[src/core/ldc_defs.svh]
`ifndef LDC_DEFS_SVH
`define LDC_DEFS_SVH

// register offsets on the serial link
`define LDC_ADDR_KEYPAD_CEIL 8'h02
`define LDC_ADDR_BL_CTRL 8'h03
`define LDC_ADDR_PRI_CUR 8'h04
`define LDC_ADDR_SEC_CUR 8'h05
`define LDC_ADDR_PIN_CTRL 8'h06
`define LDC_ADDR_PIN_DATA 8'h07

// writable bits of each register; all others read as zero
`define LDC_RW_KEYPAD_CEIL 8'h3F
`define LDC_RW_BL_CTRL 8'h3F
`define LDC_RW_CUR 8'hFF
`define LDC_RW_PIN_CTRL 8'h17
`define LDC_RW_PIN_DATA 8'h07
`define LDC_RST_VAL 8'h00

// field positions
`define LDC_KP1_POS 4
`define LDC_KP2_POS 2
`define LDC_KP3_POS 0
`define LDC_FADE_DURATION_SELECT_BIT 5
`define LDC_FADE_SEL_BIT 4
`define LDC_FADE_EN_BIT 3
`define LDC_GANG_BIT 2
`define LDC_PRI_EN_BIT 1
`define LDC_SEC_EN_BIT 0
`define LDC_PWM_PIN_EN_BIT 4

// timing: full-scale fade spread over 255 code steps
`define LDC_CLK_HZ 10000000
`define LDC_FADE_FAST_MS 650
`define LDC_FADE_SLOW_MS 1300
`define LDC_FULL_SCALE 255
`define LDC_FADE_FAST_CYC (`LDC_FADE_FAST_MS * (`LDC_CLK_HZ / 1000) / `LDC_FULL_SCALE)
`define LDC_FADE_SLOW_CYC (`LDC_FADE_SLOW_MS * (`LDC_CLK_HZ / 1000) / `LDC_FULL_SCALE)

// serial slave address, value arbitrary
`define LDC_DEV_ADDR 7'h2A

`endif

[src/core/ldc_pkg.sv]
package ldc_pkg;

  typedef enum logic [8:0] {
    LDC_IDLE = 9'h001,
    LDC_ADDR = 9'h002,
    LDC_ACK_ADDR = 9'h004,
    LDC_REG = 9'h008,
    LDC_ACK_REG = 9'h010,
    LDC_WDATA = 9'h020,
    LDC_ACK_W = 9'h040,
    LDC_RDATA = 9'h080,
    LDC_ACK_R = 9'h100
  } ldc_link_state_e;

  typedef struct packed {
    logic valid;
    logic [7:0] addr;
    logic [7:0] data;
  } ldc_wr_s;

endpackage

[src/core/ldc_link_slave.sv]
`timescale 1ns/1ns
`default_nettype none
`include "ldc_defs.svh"

module ldc_link_slave #(
  parameter logic [6:0] DEV_ADDR = `LDC_DEV_ADDR
) (
  input wire logic core_clk_i,
  input wire logic rst_i,
  input wire logic scl_i,
  input wire logic sda_i,
  output logic sda_o,
  output logic sda_oe_o,
  input wire logic [7:0] rd_data_i,
  output logic [7:0] reg_ptr_o,
  output ldc_pkg::ldc_wr_s wr_o
);
  import ldc_pkg::*;

  ldc_link_state_e state, next_state;
  logic [3:0] cnt, next_cnt;
  logic [7:0] shift, next_shift, next_ptr;
  logic scl_q, sda_q, rw, next_rw, mack, next_mack, next_oe;
  ldc_wr_s next_wr;
  logic scl_rise, scl_fall, start_c, stop_c;

  always_comb begin
    scl_rise = scl_i & ~scl_q;
    scl_fall = ~scl_i & scl_q;
    start_c = scl_i & scl_q & sda_q & ~sda_i;
    stop_c = scl_i & scl_q & ~sda_q & sda_i;
    next_state = state;
    next_cnt = cnt;
    next_shift = shift;
    next_ptr = reg_ptr_o;
    next_rw = rw;
    next_mack = mack;
    next_oe = sda_oe_o;
    next_wr = '0;
    if (start_c) begin
      next_state = LDC_ADDR;
      next_cnt = 4'h0;
      next_oe = 1'b0;
    end else if (stop_c) begin
      next_state = LDC_IDLE;
      next_oe = 1'b0;
    end else begin
      case (state)
        LDC_ADDR, LDC_REG, LDC_WDATA: begin
          if (scl_rise) begin
            next_shift = {shift[6:0], sda_i};
            next_cnt = cnt + 4'h1;
          end else if (scl_fall && cnt == 4'h8) begin
            next_cnt = 4'h0;
            next_oe = 1'b1;
            if (state == LDC_ADDR) begin
              if (shift[7:1] == DEV_ADDR) begin
                next_rw = shift[0];
                next_state = LDC_ACK_ADDR;
              end else begin
                next_oe = 1'b0;
                next_state = LDC_IDLE;
              end
            end else if (state == LDC_REG) begin
              next_ptr = shift;
              next_state = LDC_ACK_REG;
            end else begin
              // field update happens as the byte is acknowledged
              next_wr = '{valid: 1'b1, addr: reg_ptr_o, data: shift};
              next_ptr = reg_ptr_o + 8'h01;
              next_state = LDC_ACK_W;
            end
          end
        end
        LDC_ACK_ADDR: begin
          if (scl_fall) begin
            if (rw) begin
              next_shift = rd_data_i;
              next_oe = ~rd_data_i[7];
              next_state = LDC_RDATA;
            end else begin
              next_oe = 1'b0;
              next_state = LDC_REG;
            end
          end
        end
        LDC_ACK_REG, LDC_ACK_W: begin
          if (scl_fall) begin
            next_oe = 1'b0;
            next_state = LDC_WDATA;
          end
        end
        LDC_RDATA: begin
          if (scl_rise) begin
            next_cnt = cnt + 4'h1;
          end else if (scl_fall) begin
            if (cnt == 4'h8) begin
              next_oe = 1'b0;
              next_ptr = reg_ptr_o + 8'h01;
              next_state = LDC_ACK_R;
            end else begin
              next_shift = {shift[6:0], 1'b0};
              next_oe = ~shift[6];
            end
          end
        end
        LDC_ACK_R: begin
          if (scl_rise) begin
            next_mack = ~sda_i;
          end else if (scl_fall) begin
            next_cnt = 4'h0;
            if (mack) begin
              next_shift = rd_data_i;
              next_oe = ~rd_data_i[7];
              next_state = LDC_RDATA;
            end else begin
              next_state = LDC_IDLE;
            end
          end
        end
        default: begin
          next_oe = 1'b0;
        end
      endcase
    end
  end

  always_ff @(posedge core_clk_i) begin
    if (rst_i) begin
      state <= LDC_IDLE;
      cnt <= 4'h0;
      shift <= 8'h00;
      reg_ptr_o <= 8'h00;
      rw <= 1'b0;
      mack <= 1'b0;
      sda_oe_o <= 1'b0;
      sda_o <= 1'b0;
      scl_q <= 1'b1;
      sda_q <= 1'b1;
      wr_o <= '0;
    end else begin
      state <= next_state;
      cnt <= next_cnt;
      shift <= next_shift;
      reg_ptr_o <= next_ptr;
      rw <= next_rw;
      mack <= next_mack;
      sda_oe_o <= next_oe;
      sda_o <= 1'b0;
      scl_q <= scl_i;
      sda_q <= sda_i;
      wr_o <= next_wr;
    end
  end

endmodule // ldc_link_slave

`default_nettype wire

[src/core/ldc_led_regs.sv]
`timescale 1ns/1ns
`default_nettype none
`include "ldc_defs.svh"

module ldc_led_regs #(
  parameter int FADE_FAST_CYC = `LDC_FADE_FAST_CYC,
  parameter int FADE_SLOW_CYC = `LDC_FADE_SLOW_CYC,
  parameter logic [6:0] DEV_ADDR = `LDC_DEV_ADDR
) (
  input wire logic core_clk_i,
  input wire logic rst_i,
  input wire logic scl_i,
  input wire logic sda_i,
  output logic sda_o,
  output logic sda_oe_o,
  input wire logic pwm_pin_i,
  input wire logic [2:0] gpio_i,
  output logic [2:0] gpio_o,
  output logic [2:0] gpio_oe_o,
  output logic [1:0] keypad_one_ceiling_o,
  output logic [1:0] keypad_two_ceiling_o,
  output logic [1:0] keypad_three_ceiling_o,
  output logic [7:0] primary_current_o,
  output logic [7:0] secondary_current_o,
  output logic pwm_gate_o
);
  import ldc_pkg::*;

  ldc_wr_s wr;
  logic [7:0] reg_ptr, rd_data;
  logic [7:0] kp, ctrl, pri, sec, pctl, pdat;
  logic [7:0] next_kp, next_ctrl, next_pri, next_sec, next_pctl, next_pdat;
  logic [7:0] lvl_p, lvl_s, next_lvl_p, next_lvl_s, tgt_p, tgt_s;
  logic [7:0] next_pri_o, next_sec_o;
  logic [2:0] next_gpio_o, next_gpio_oe;
  logic next_pwm_gate, fade_p, fade_s;
  logic [15:0] div_cnt, next_div, step_lim;
  logic step_en, next_step;

  // masked write keeps read-only positions at zero
  function automatic logic [7:0] wr_field(input logic [7:0] cur, input ldc_wr_s w,
                                          input logic [7:0] addr, input logic [7:0] mask);
    wr_field = (w.valid && w.addr == addr) ? (w.data & mask) : cur;
  endfunction

  function automatic logic [7:0] approach(input logic [7:0] lvl, input logic [7:0] tgt);
    if (lvl < tgt) begin
      approach = lvl + 8'h01;
    end else if (lvl > tgt) begin
      approach = lvl - 8'h01;
    end else begin
      approach = lvl;
    end
  endfunction

  ldc_link_slave #(.DEV_ADDR(DEV_ADDR)) u_link (
    .core_clk_i(core_clk_i),
    .rst_i(rst_i),
    .scl_i(scl_i),
    .sda_i(sda_i),
    .sda_o(sda_o),
    .sda_oe_o(sda_oe_o),
    .rd_data_i(rd_data),
    .reg_ptr_o(reg_ptr),
    .wr_o(wr)
  );

  // register file
  always_comb begin
    next_kp = wr_field(kp, wr, `LDC_ADDR_KEYPAD_CEIL, `LDC_RW_KEYPAD_CEIL);
    next_ctrl = wr_field(ctrl, wr, `LDC_ADDR_BL_CTRL, `LDC_RW_BL_CTRL);
    next_pri = wr_field(pri, wr, `LDC_ADDR_PRI_CUR, `LDC_RW_CUR);
    next_sec = wr_field(sec, wr, `LDC_ADDR_SEC_CUR, `LDC_RW_CUR);
    next_pctl = wr_field(pctl, wr, `LDC_ADDR_PIN_CTRL, `LDC_RW_PIN_CTRL);
    next_pdat = wr_field(pdat, wr, `LDC_ADDR_PIN_DATA, `LDC_RW_PIN_DATA);
  end

  always_ff @(posedge core_clk_i) begin
    if (rst_i) begin
      kp <= `LDC_RST_VAL;
      ctrl <= `LDC_RST_VAL;
      pri <= `LDC_RST_VAL;
      sec <= `LDC_RST_VAL;
      pctl <= `LDC_RST_VAL;
      pdat <= `LDC_RST_VAL;
    end else begin
      kp <= next_kp;
      ctrl <= next_ctrl;
      pri <= next_pri;
      sec <= next_sec;
      pctl <= next_pctl;
      pdat <= next_pdat;
    end
  end

  // input-configured pins read back their live level, outputs the stored bit
  always_comb begin
    case (reg_ptr)
      `LDC_ADDR_KEYPAD_CEIL: rd_data = kp;
      `LDC_ADDR_BL_CTRL: rd_data = ctrl;
      `LDC_ADDR_PRI_CUR: rd_data = pri;
      `LDC_ADDR_SEC_CUR: rd_data = sec;
      `LDC_ADDR_PIN_CTRL: rd_data = pctl;
      `LDC_ADDR_PIN_DATA: rd_data = {5'h00, (pdat[2:0] & pctl[2:0]) | (gpio_i & ~pctl[2:0])};
      default: rd_data = 8'h00;
    endcase
  end

  assign keypad_one_ceiling_o = kp[`LDC_KP1_POS +: 2];
  assign keypad_two_ceiling_o = kp[`LDC_KP2_POS +: 2];
  assign keypad_three_ceiling_o = kp[`LDC_KP3_POS +: 2];

  // fade step divider; one code step per tick, so 255 ticks per full scale
  always_comb begin
    step_lim = ctrl[`LDC_FADE_DURATION_SELECT_BIT] ? 16'(FADE_SLOW_CYC) : 16'(FADE_FAST_CYC);
    next_step = (div_cnt >= step_lim - 16'h0001);
    next_div = next_step ? 16'h0000 : div_cnt + 16'h0001;
  end

  always_ff @(posedge core_clk_i) begin
    if (rst_i) begin
      div_cnt <= 16'h0000;
      step_en <= 1'b0;
    end else begin
      div_cnt <= next_div;
      step_en <= next_step;
    end
  end

  // backlight levels and outputs
  always_comb begin
    fade_p = ctrl[`LDC_FADE_EN_BIT] & ~ctrl[`LDC_FADE_SEL_BIT];
    fade_s = ctrl[`LDC_FADE_EN_BIT] & ctrl[`LDC_FADE_SEL_BIT];
    tgt_p = pri;
    tgt_s = ctrl[`LDC_GANG_BIT] ? pri : sec;
    next_lvl_p = fade_p ? (step_en ? approach(lvl_p, tgt_p) : lvl_p) : tgt_p;
    next_lvl_s = fade_s ? (step_en ? approach(lvl_s, tgt_s) : lvl_s) : tgt_s;
    // the code is the driver setting itself, 0.1 mA per count
    next_pri_o = ctrl[`LDC_PRI_EN_BIT] ? next_lvl_p : 8'h00;
    next_sec_o = ctrl[`LDC_SEC_EN_BIT] ? next_lvl_s : 8'h00;
    next_gpio_oe = pctl[2:0];
    next_gpio_o = pdat[2:0];
    next_pwm_gate = pctl[`LDC_PWM_PIN_EN_BIT] & pwm_pin_i;
  end

  always_ff @(posedge core_clk_i) begin
    if (rst_i) begin
      lvl_p <= 8'h00;
      lvl_s <= 8'h00;
      primary_current_o <= 8'h00;
      secondary_current_o <= 8'h00;
      gpio_oe_o <= 3'h0;
      gpio_o <= 3'h0;
      pwm_gate_o <= 1'b0;
    end else begin
      lvl_p <= next_lvl_p;
      lvl_s <= next_lvl_s;
      primary_current_o <= next_pri_o;
      secondary_current_o <= next_sec_o;
      gpio_oe_o <= next_gpio_oe;
      gpio_o <= next_gpio_o;
      pwm_gate_o <= next_pwm_gate;
    end
  end

  // helper for the step period check: cycles since last tick, valid only
  // while the fade_duration_select setting has not moved since that tick
  logic [15:0] gap;
  logic armed;
  always_ff @(posedge core_clk_i) begin
    if (rst_i) begin
      gap <= 16'h0000;
      armed <= 1'b0;
    end else begin
      gap <= step_en ? 16'h0001 : gap + 16'h0001;
      armed <= (next_ctrl[`LDC_FADE_DURATION_SELECT_BIT] != ctrl[`LDC_FADE_DURATION_SELECT_BIT]) ? 1'b0 : (armed | step_en);
    end
  end
endmodule // ldc_led_regs

`default_nettype wire

[config.mk]
export PLATFORM = sky130hd
export DESIGN_NAME = ldc_led_regs
export DESIGN_NICKNAME = d
export VERILOG_FILES = /design/src/core/ldc_pkg.sv /design/src/core/ldc_link_slave.sv /design/src/core/ldc_led_regs.sv
export VERILOG_INCLUDE_DIRS = /design/src /design/src/core
export SDC_FILE = /design/constraint.sdc
export NUM_CORES = 1
export LEC_CHECK = 0
export BUFFER_PORTS_ARGS = -buffer_cell sky130_fd_sc_hd__buf_2
export CAP_MARGIN = 5
export CELL_PAD_IN_SITES_DETAIL_PLACEMENT = 1
export CELL_PAD_IN_SITES_GLOBAL_PLACEMENT = 1
export CORE_MARGIN = 2
export CORE_UTILIZATION = 51
export DETAILED_ROUTE_END_ITERATION = 10
export GPL_TIMING_DRIVEN = 0
export PLACE_DENSITY = 0.87
export SYNTH_ARGS = -nofsm -noshare
export SYNTH_HDL_FRONTEND = slang
export SYNTH_SLANG_ARGS = --single-unit
[constraint.sdc]
create_clock -name core_clk_i -period 4.6 [get_ports core_clk_i]
set_input_delay 0.46 -clock core_clk_i [delete_from_list [all_inputs] [get_ports core_clk_i]]
set_output_delay 0.46 -clock core_clk_i [all_outputs]
set_load 0.05 [all_outputs]
==> results of run 1 <==
-- metrics by stage --
step                cells  total power (µW)  instance area (µm²)  hold slack [ns]
floorplan             865              1310                 7390            0.435
global placement     1086              1340                 7810            0.458
detailed placement   1086              1340                 7810            0.482
CTS                  1117              2740                 8410            0.283
global route         1117              2790                 8410            0.288
finish               1117              2730                 8410            0.286
-- synthesized netlist by cell type (5+ instances only) --
cell type / number
nand3b_1: 5
nor3b_1: 6
nor3_1: 24
and3_1: 14
a211oi_1: 19
and2_1: 21
xor2_1: 16
nor2_1: 116
or2_2: 6
a31oi_1: 8
mux2i_1: 55
o21ai_0: 20
nand2b_1: 12
a22oi_1: 8
nor4_1: 11
ha_1: 34
nand3_1: 24
xnor2_1: 10
o211ai_1: 7
dfxtp_1: 142
clkbuf_1: 27
a221oi_1: 6
nand4_1: 15
nand2_1: 64
nor2b_1: 23
a21oi_1: 65
inv_1: 20
or3_1: 5
-- cell type report --
class,count,share of cell area [%]
clock inverters,11,1.68
flip-flops and latches,142,33.8
well taps,184,2.74
plain buffers,38,2.08
inverters,21,0.938
multi-input cells,664,51.1
repair buffers,37,2.20
clock buffers,20,5.43
-- registers in the layout, summed over array words and instances, names as in the netlist, 3 cells and up --
name,count
sec,8
u_link.reg_ptr_o,8
u_link.state,9
pdat,3
pctl,4
gpio_oe_o,3
lvl_s,8
u_link.cnt,4
kp,6
lvl_p,8
pri,8
gpio_o,3
div_cnt,16
primary_current_o,8
ctrl,6
secondary_current_o,8
u_link.wr_o,17
u_link.shift,8
-- layer usage --
layer / up-vias / part of all wire [%]
met2: 271 / 50
met3: 69 / 5.6
met4: 0 / 4.0
li1: 3222 / -
met1: 3480 / 41
met5: - / 0
-- worst max-delay path, delay by kind of cell (launching register included) --
| family | cells | cell delay [ns] |
|---|---|---|
| flops | 1 | 0.30 |
| fa+ha+maj | 1 | 0.35 |
| compound gates | 4 | 0.97 |
| mux | 1 | 0.50 |
| buf+inv | 1 | 0.55 |
| simple gates | 2 | 0.57 |
-- where the power goes --
group / total, µW / switching [µW] / internal (µW) / leakage [µW]
registers: 1240 / 6.56 / 1230 / 0.00114
logic: 76.8 / 56.3 / 20.5 / 0.00188
clock network: 1410 / 538 / 874 / 0.000288
-- how the worst max path moves through the flow --
| stage | slack (ns) | end |
|---|---|---|
| 2_1_floorplan | 1.90 | secondary_current_o[5] |
| 3_3_place_gp | 1.32 | secondary_current_o[5] |
| 3_5_place_dp | 1.27 | secondary_current_o[5] |
| 4_1_cts | 1.23 | lvl_s[1] |
| 5_1_grt | 0.92 | secondary_current_o[5] |
| 6_report | 1.21 | lvl_s[1] |
-- cells by family after synthesis --
kind of cell	share of synthesized area, %
and+or+nand+nor	25.7
AOI/OAI and AO/OA	15.6
DFF	38.4
buffers and inverters	3.44
muxes	7.90
adders and majority gates	5.75
xor gates and xnor gates	3.08
other	0.0507
==> flow_metrics.env, run 1 <==
export IMPL_regArea_um2=2840
export IMPL_timing_final_ws_setup_ns=1.21
export IMPL_min_path_type="in -> reg"
export IMPL_crit_fanout=10
export IMPL_maxSlewViolCount=0
export IMPL_hold_buffers=0
export IMPL_yosysWarnings=0
export IMPL_antenna_left=0
export IMPL_path_cells="clkbuf_1, mux2i_1, ha_1, a21oi_1, a21oi_1, nor2_1, o22ai_1, o41ai_1, nor2_1"
export IMPL_wl_per_cell_um=21.7
export IMPL_crit_arrival_ns=3.68
export IMPL_cts_tree="done"
export IMPL_ios=39
export IMPL_netlist_instances=865
export IMPL_synth_seq_cells=142
export IMPL_drt_initial_drc_count=540
export IMPL_post_place_ws_ns=1.27
export IMPL_core_um2=14400
export IMPL_cp_data_required_time_ns=4.89
export IMPL_grt_pass1_wl_um=39000
export IMPL_fp_dieH_um=124
export IMPL_crit_start="ctrl[2]"
export IMPL_synth_cell_types=80
export IMPL_worst_pin_slew_ns=1.02
export IMPL_max_cap_violations=0
export IMPL_min_to="pwm_gate_o"
export IMPL_p_leak_uw=0.00331
export IMPL_ys_flop_type="dfxtp_1"
export IMPL_fin_skew_ns=0.00702
export IMPL_synth_area_leaders="dfxtp_1, mux2i_1, nor2_1"
export IMPL_drive_above_1_share_pct=10.8
export IMPL_drt_pass1_iterations=5
export IMPL_routabilityCongestion=0.908
export IMPL_status="completed"
export IMPL_track_usage_pct=31.2
export IMPL_r2r_end="lvl_s[1]"
export IMPL_r2r_start="ctrl[2]"
export IMPL_drc=0
export IMPL_syn_cell_area_um2=7390
export IMPL_cts_setup_buffers=0
export IMPL_fin_crit_sh_pct=73.7
export IMPL_slowest_delay_ns=0.55
export IMPL_clkLatencyLatePin_ns=0.43
export IMPL_via_count=7042
export IMPL_antenna_found_initial=0
export IMPL_max_freq_ghz=0.295
export IMPL_fin_tns_setup_ns=0
export IMPL_finalSetupViolCount=0
export IMPL_numPortBuffers=37
export IMPL_fill_cells=1729
export IMPL_root_buffer="clkbuf_16"
export IMPL_grt_max_degree=17
export IMPL_holdPathStages=2
export IMPL_wl_um=24200
export IMPL_synth_top_area_share_pct=38.4
export IMPL_grtUsageMet2_pct=54.9
export IMPL_die_x_um=124
export IMPL_yosysSeqAreaShare_pct=38.4
export IMPL_synth_edf_count=0
export IMPL_cts_buffers=17
export IMPL_cts_resized_gates=0
export IMPL_synthArstFlopShare_pct=0
export IMPL_dieArea_um2=15500
export IMPL_rrSetupSlack_ns=1.21
export IMPL_hold_path_startpoint="pwm_pin_i"
export IMPL_grt_pass1_vias=7442
export IMPL_start_util_pct=51.5
export IMPL_avgSynthCellArea_um2=8.55
export IMPL_final_cell_mix="dfxtp_1, nor2_1, a21oi_1"
export IMPL_vdd_drop_max_mv=0.274
export IMPL_rows=44
export IMPL_finalNetCount=963
export IMPL_path_class="reg -> reg"
export IMPL_antenna_cells=0
export IMPL_synth_fp_nets=907
export IMPL_clkTransAtPathRegs_ns=0.06
export IMPL_dp_hpwl_um=16900
export IMPL_multi_input_area_um2=4300
export IMPL_viasPerCell=6.30
export IMPL_synth_top_area_cell="dfxtp_1"
export IMPL_clock_path_buffers=2
export IMPL_grt_busiest_layer="met2"
export IMPL_cellPowerDensity_nw_per_um2=325
export IMPL_slowest_stage="clkbuf_1"
export IMPL_setup_worst_path_end_class="flip-flop"
export IMPL_grt_remaining_overflow=0
export IMPL_grtUsageMet3_pct=5.33
export IMPL_rsz0062_at_grt="false"
export IMPL_worstSetupStartpointType="flip-flop"
export IMPL_hold_viol=0
export IMPL_layout_commonest_cell="dfxtp_1"
export IMPL_use_met1_pct=36.9
export IMPL_slew_headroom_pct=31.7
export IMPL_area_delta_synth_final_pct=13.7
export IMPL_fin_util_pct=58.5
export IMPL_htreeDepth=4
export IMPL_cts_sinks=142
export IMPL_r2r_cells=9
export IMPL_layout_min_cycle_time_ns=3.39
(Power assumes the default switching activity.)
==> inputs of run 2 (changes only) <==
--- a/config.mk
+++ b/config.mk
@@ -11,10 +11,10 @@
 export CELL_PAD_IN_SITES_DETAIL_PLACEMENT = 1
 export CELL_PAD_IN_SITES_GLOBAL_PLACEMENT = 1
 export CORE_MARGIN = 2
-export CORE_UTILIZATION = 51
+export CORE_UTILIZATION = 47
 export DETAILED_ROUTE_END_ITERATION = 10
 export GPL_TIMING_DRIVEN = 0
-export PLACE_DENSITY = 0.87
+export PLACE_DENSITY = 0.81
 export SYNTH_ARGS = -nofsm -noshare
 export SYNTH_HDL_FRONTEND = slang
 export SYNTH_SLANG_ARGS = --single-unit
==> constraint.sdc (replaced) <==
create_clock -name core_clk_i -period 3.5 [get_ports core_clk_i]
set_input_delay 0.35 -clock core_clk_i [delete_from_list [all_inputs] [get_ports core_clk_i]]
set_output_delay 0.35 -clock core_clk_i [all_outputs]
set_load 0.05 [all_outputs]
==> run 2 against run 1 <==
Against the previous run: final area is 0.58% higher; worst hold slack got worse by 0.11 ns; register-to-register slack got worse by 0.92 ns; setup slack worse by 0.92 ns; global-route usage fell by 2.7 points; maximum frequency up 5.5%; critical endpoint unchanged.
==> flow_metrics.env, run 2 (synthesis gave the netlist of run 1 again) <==
export IMPL_r2r_end="lvl_s[1]"
export IMPL_wl_per_cell_um=20.1
export IMPL_via_count=6817
export IMPL_area_delta_synth_final_pct=14.4
export IMPL_antenna_cells=0
export IMPL_fin_util_pct=55.2
export IMPL_drc=0
export IMPL_start_util_pct=48.3
export IMPL_slowest_stage="dfxtp_1"
export IMPL_clkLatencyLatePin_ns=0.42
export IMPL_root_buffer="clkbuf_16"
export IMPL_drive_above_1_share_pct=11.0
export IMPL_vdd_drop_max_mv=0.325
export IMPL_grt_remaining_overflow=0
export IMPL_routabilityCongestion=0.875
export IMPL_layout_commonest_cell="dfxtp_1"
export IMPL_largest_register_ffs=17
export IMPL_r2r_cells=8
export IMPL_fin_crit_sh_pct=91.9
export IMPL_cp_common_cell="a21oi_1"
export IMPL_maxSlewViolCount=0
export IMPL_finalSetupViolCount=0
export IMPL_status="completed"
export IMPL_p_leak_uw=0.00331
export IMPL_cts_tree="done"
export IMPL_core_um2=15300
export IMPL_max_freq_ghz=0.311
export IMPL_wl_met2_um=11500
export IMPL_path_cells="mux2i_1, ha_1, a21oi_1, a21oi_1, nor2_2, o22ai_1, o41ai_1, nor2_1"
export IMPL_grt_pass1_wl_um=37100
export IMPL_worstSetupStartpointType="flip-flop"
export IMPL_slew_headroom_pct=36.6
export IMPL_holdPathStages=2
export IMPL_crit_fanout=10
export IMPL_cellPowerDensity_nw_per_um2=428
export IMPL_max_cap_violations=0
export IMPL_m1WireLength_um=9880
export IMPL_hold_path_startpoint="pwm_pin_i"
export IMPL_grt_max_degree=17
export IMPL_fp_dieH_um=129
export IMPL_path_class="reg -> reg"
export IMPL_numPortBuffers=37
export IMPL_drt_initial_drc_count=474
export IMPL_worst_pin_slew_ns=0.943
export IMPL_hold_viol=0
export IMPL_antenna_left=0
export IMPL_dieArea_um2=16700
export IMPL_clock_path_buffers=2
export IMPL_min_to="pwm_gate_o"
export IMPL_fin_tns_setup_ns=0
export IMPL_wl_um=23000
export IMPL_rsz0062_at_grt="false"
export IMPL_track_usage_pct=28.5
export IMPL_regArea_um2=2840
export IMPL_final_cell_mix="dfxtp_1, nor2_1, a21oi_1"
export IMPL_rows=45
export IMPL_dp_hpwl_um=16900
export IMPL_cp_data_required_time_ns=3.78
export IMPL_slowest_delay_ns=0.69
export IMPL_min_path_type="in -> reg"
export IMPL_cp_num_buf_inv=0
export IMPL_r2r_start="ctrl[2]"
export IMPL_fill_cells=1844
export IMPL_crit_arrival_ns=3.49
export IMPL_top_regs="u_link.wr_o: 17 flops, div_cnt: 16 flops, u_link.state: 9 flops"
export IMPL_path_delay_family="compound AO/OA/AOI/OAI gates"
export IMPL_cts_sinks=142
export IMPL_ios=39
export IMPL_cts_buffers=17
export IMPL_grt_pass1_vias=7026
export IMPL_top_register="u_link.wr_o"
export IMPL_htreeDepth=4
export IMPL_viasPerCell=5.96
export IMPL_fin_skew_ns=0.00634
export IMPL_clkTransAtPathRegs_ns=0.06
export IMPL_setup_worst_path_end_class="flip-flop"
export IMPL_routed_wl_met3_um=1010
export IMPL_drt_pass1_iterations=5
export IMPL_finalNetCount=962
export IMPL_multi_input_area_um2=4300
export IMPL_top_layer="met4"
export IMPL_rrSetupSlack_ns=0.28
export IMPL_antenna_found_initial=0
export IMPL_layout_min_cycle_time_ns=3.22
export IMPL_die_x_um=129
==> run 2: layout make-up <==
class                      instances  share of cell area, %
multi-input combinational        664                   50.8
timing repair buffer              37                   2.19
inverter                          21                  0.932
clock buffer                      20                   5.40
tap                              211                   3.12
clock inverter                    12                   1.86
sequential                       142                   33.6
buffer                            37                   2.03
==> run 2: routing by layer <==
| metal | up-vias | GRT usage [%] |
|---|---|---|
| li1 | 3225 | - |
| met1 | 3366 | 35.1 |
| met2 | 183 | 49.4 |
| met3 | 43 | 5.57 |
| met4 | 0 | 11.3 |
| met5 | - | 0 |
==> run 2: worst max-delay path by stage <==
stage / start / end / slack (ns) / depth (start not counted)
2_1_floorplan: ctrl[2] / secondary_current_o[5] / 0.80 / 10
3_3_place_gp: ctrl[2] / secondary_current_o[5] / 0.19 / 9
3_5_place_dp: ctrl[2] / lvl_s[1] / 0.02 / 10
4_1_cts: ctrl[2] / lvl_s[1] / 0.01 / 10
5_1_grt: ctrl[2] / lvl_s[1] / 0.07 / 8
6_report: ctrl[2] / lvl_s[1] / 0.28 / 8
==> run 2: through the flow <==
step | hold slack [ns] | area (µm²) | power, µW | cells | worst slack, ns
global route | 0.163 | 8460 | 3710 | 1144 | 0.0714
floorplan | 0.435 | 7390 | 1720 | 865 | 0.796
CTS | 0.166 | 8460 | 3640 | 1145 | 0.0150
finish | 0.174 | 8460 | 3620 | 1144 | 0.284
detailed placement | 0.474 | 7840 | 1760 | 1113 | 0.0226
global placement | 0.461 | 7840 | 1760 | 1113 | 0.195
==> run 2: timing repair <==
item                       4_1_cts  5_1_grt
setup endpoints to repair        0        6
hold buffers                     0        0
buffers inserted                 0        0
resized for setup                0        1
==> run 2: where the power goes <==
| part | switching [µW] | total (µW) | internal, µW |
|---|---|---|---|
| registers | 7.66 | 1630 | 1620 |
| clock network | 724 | 1890 | 1160 |
| logic | 71.1 | 97.4 | 26.3 |
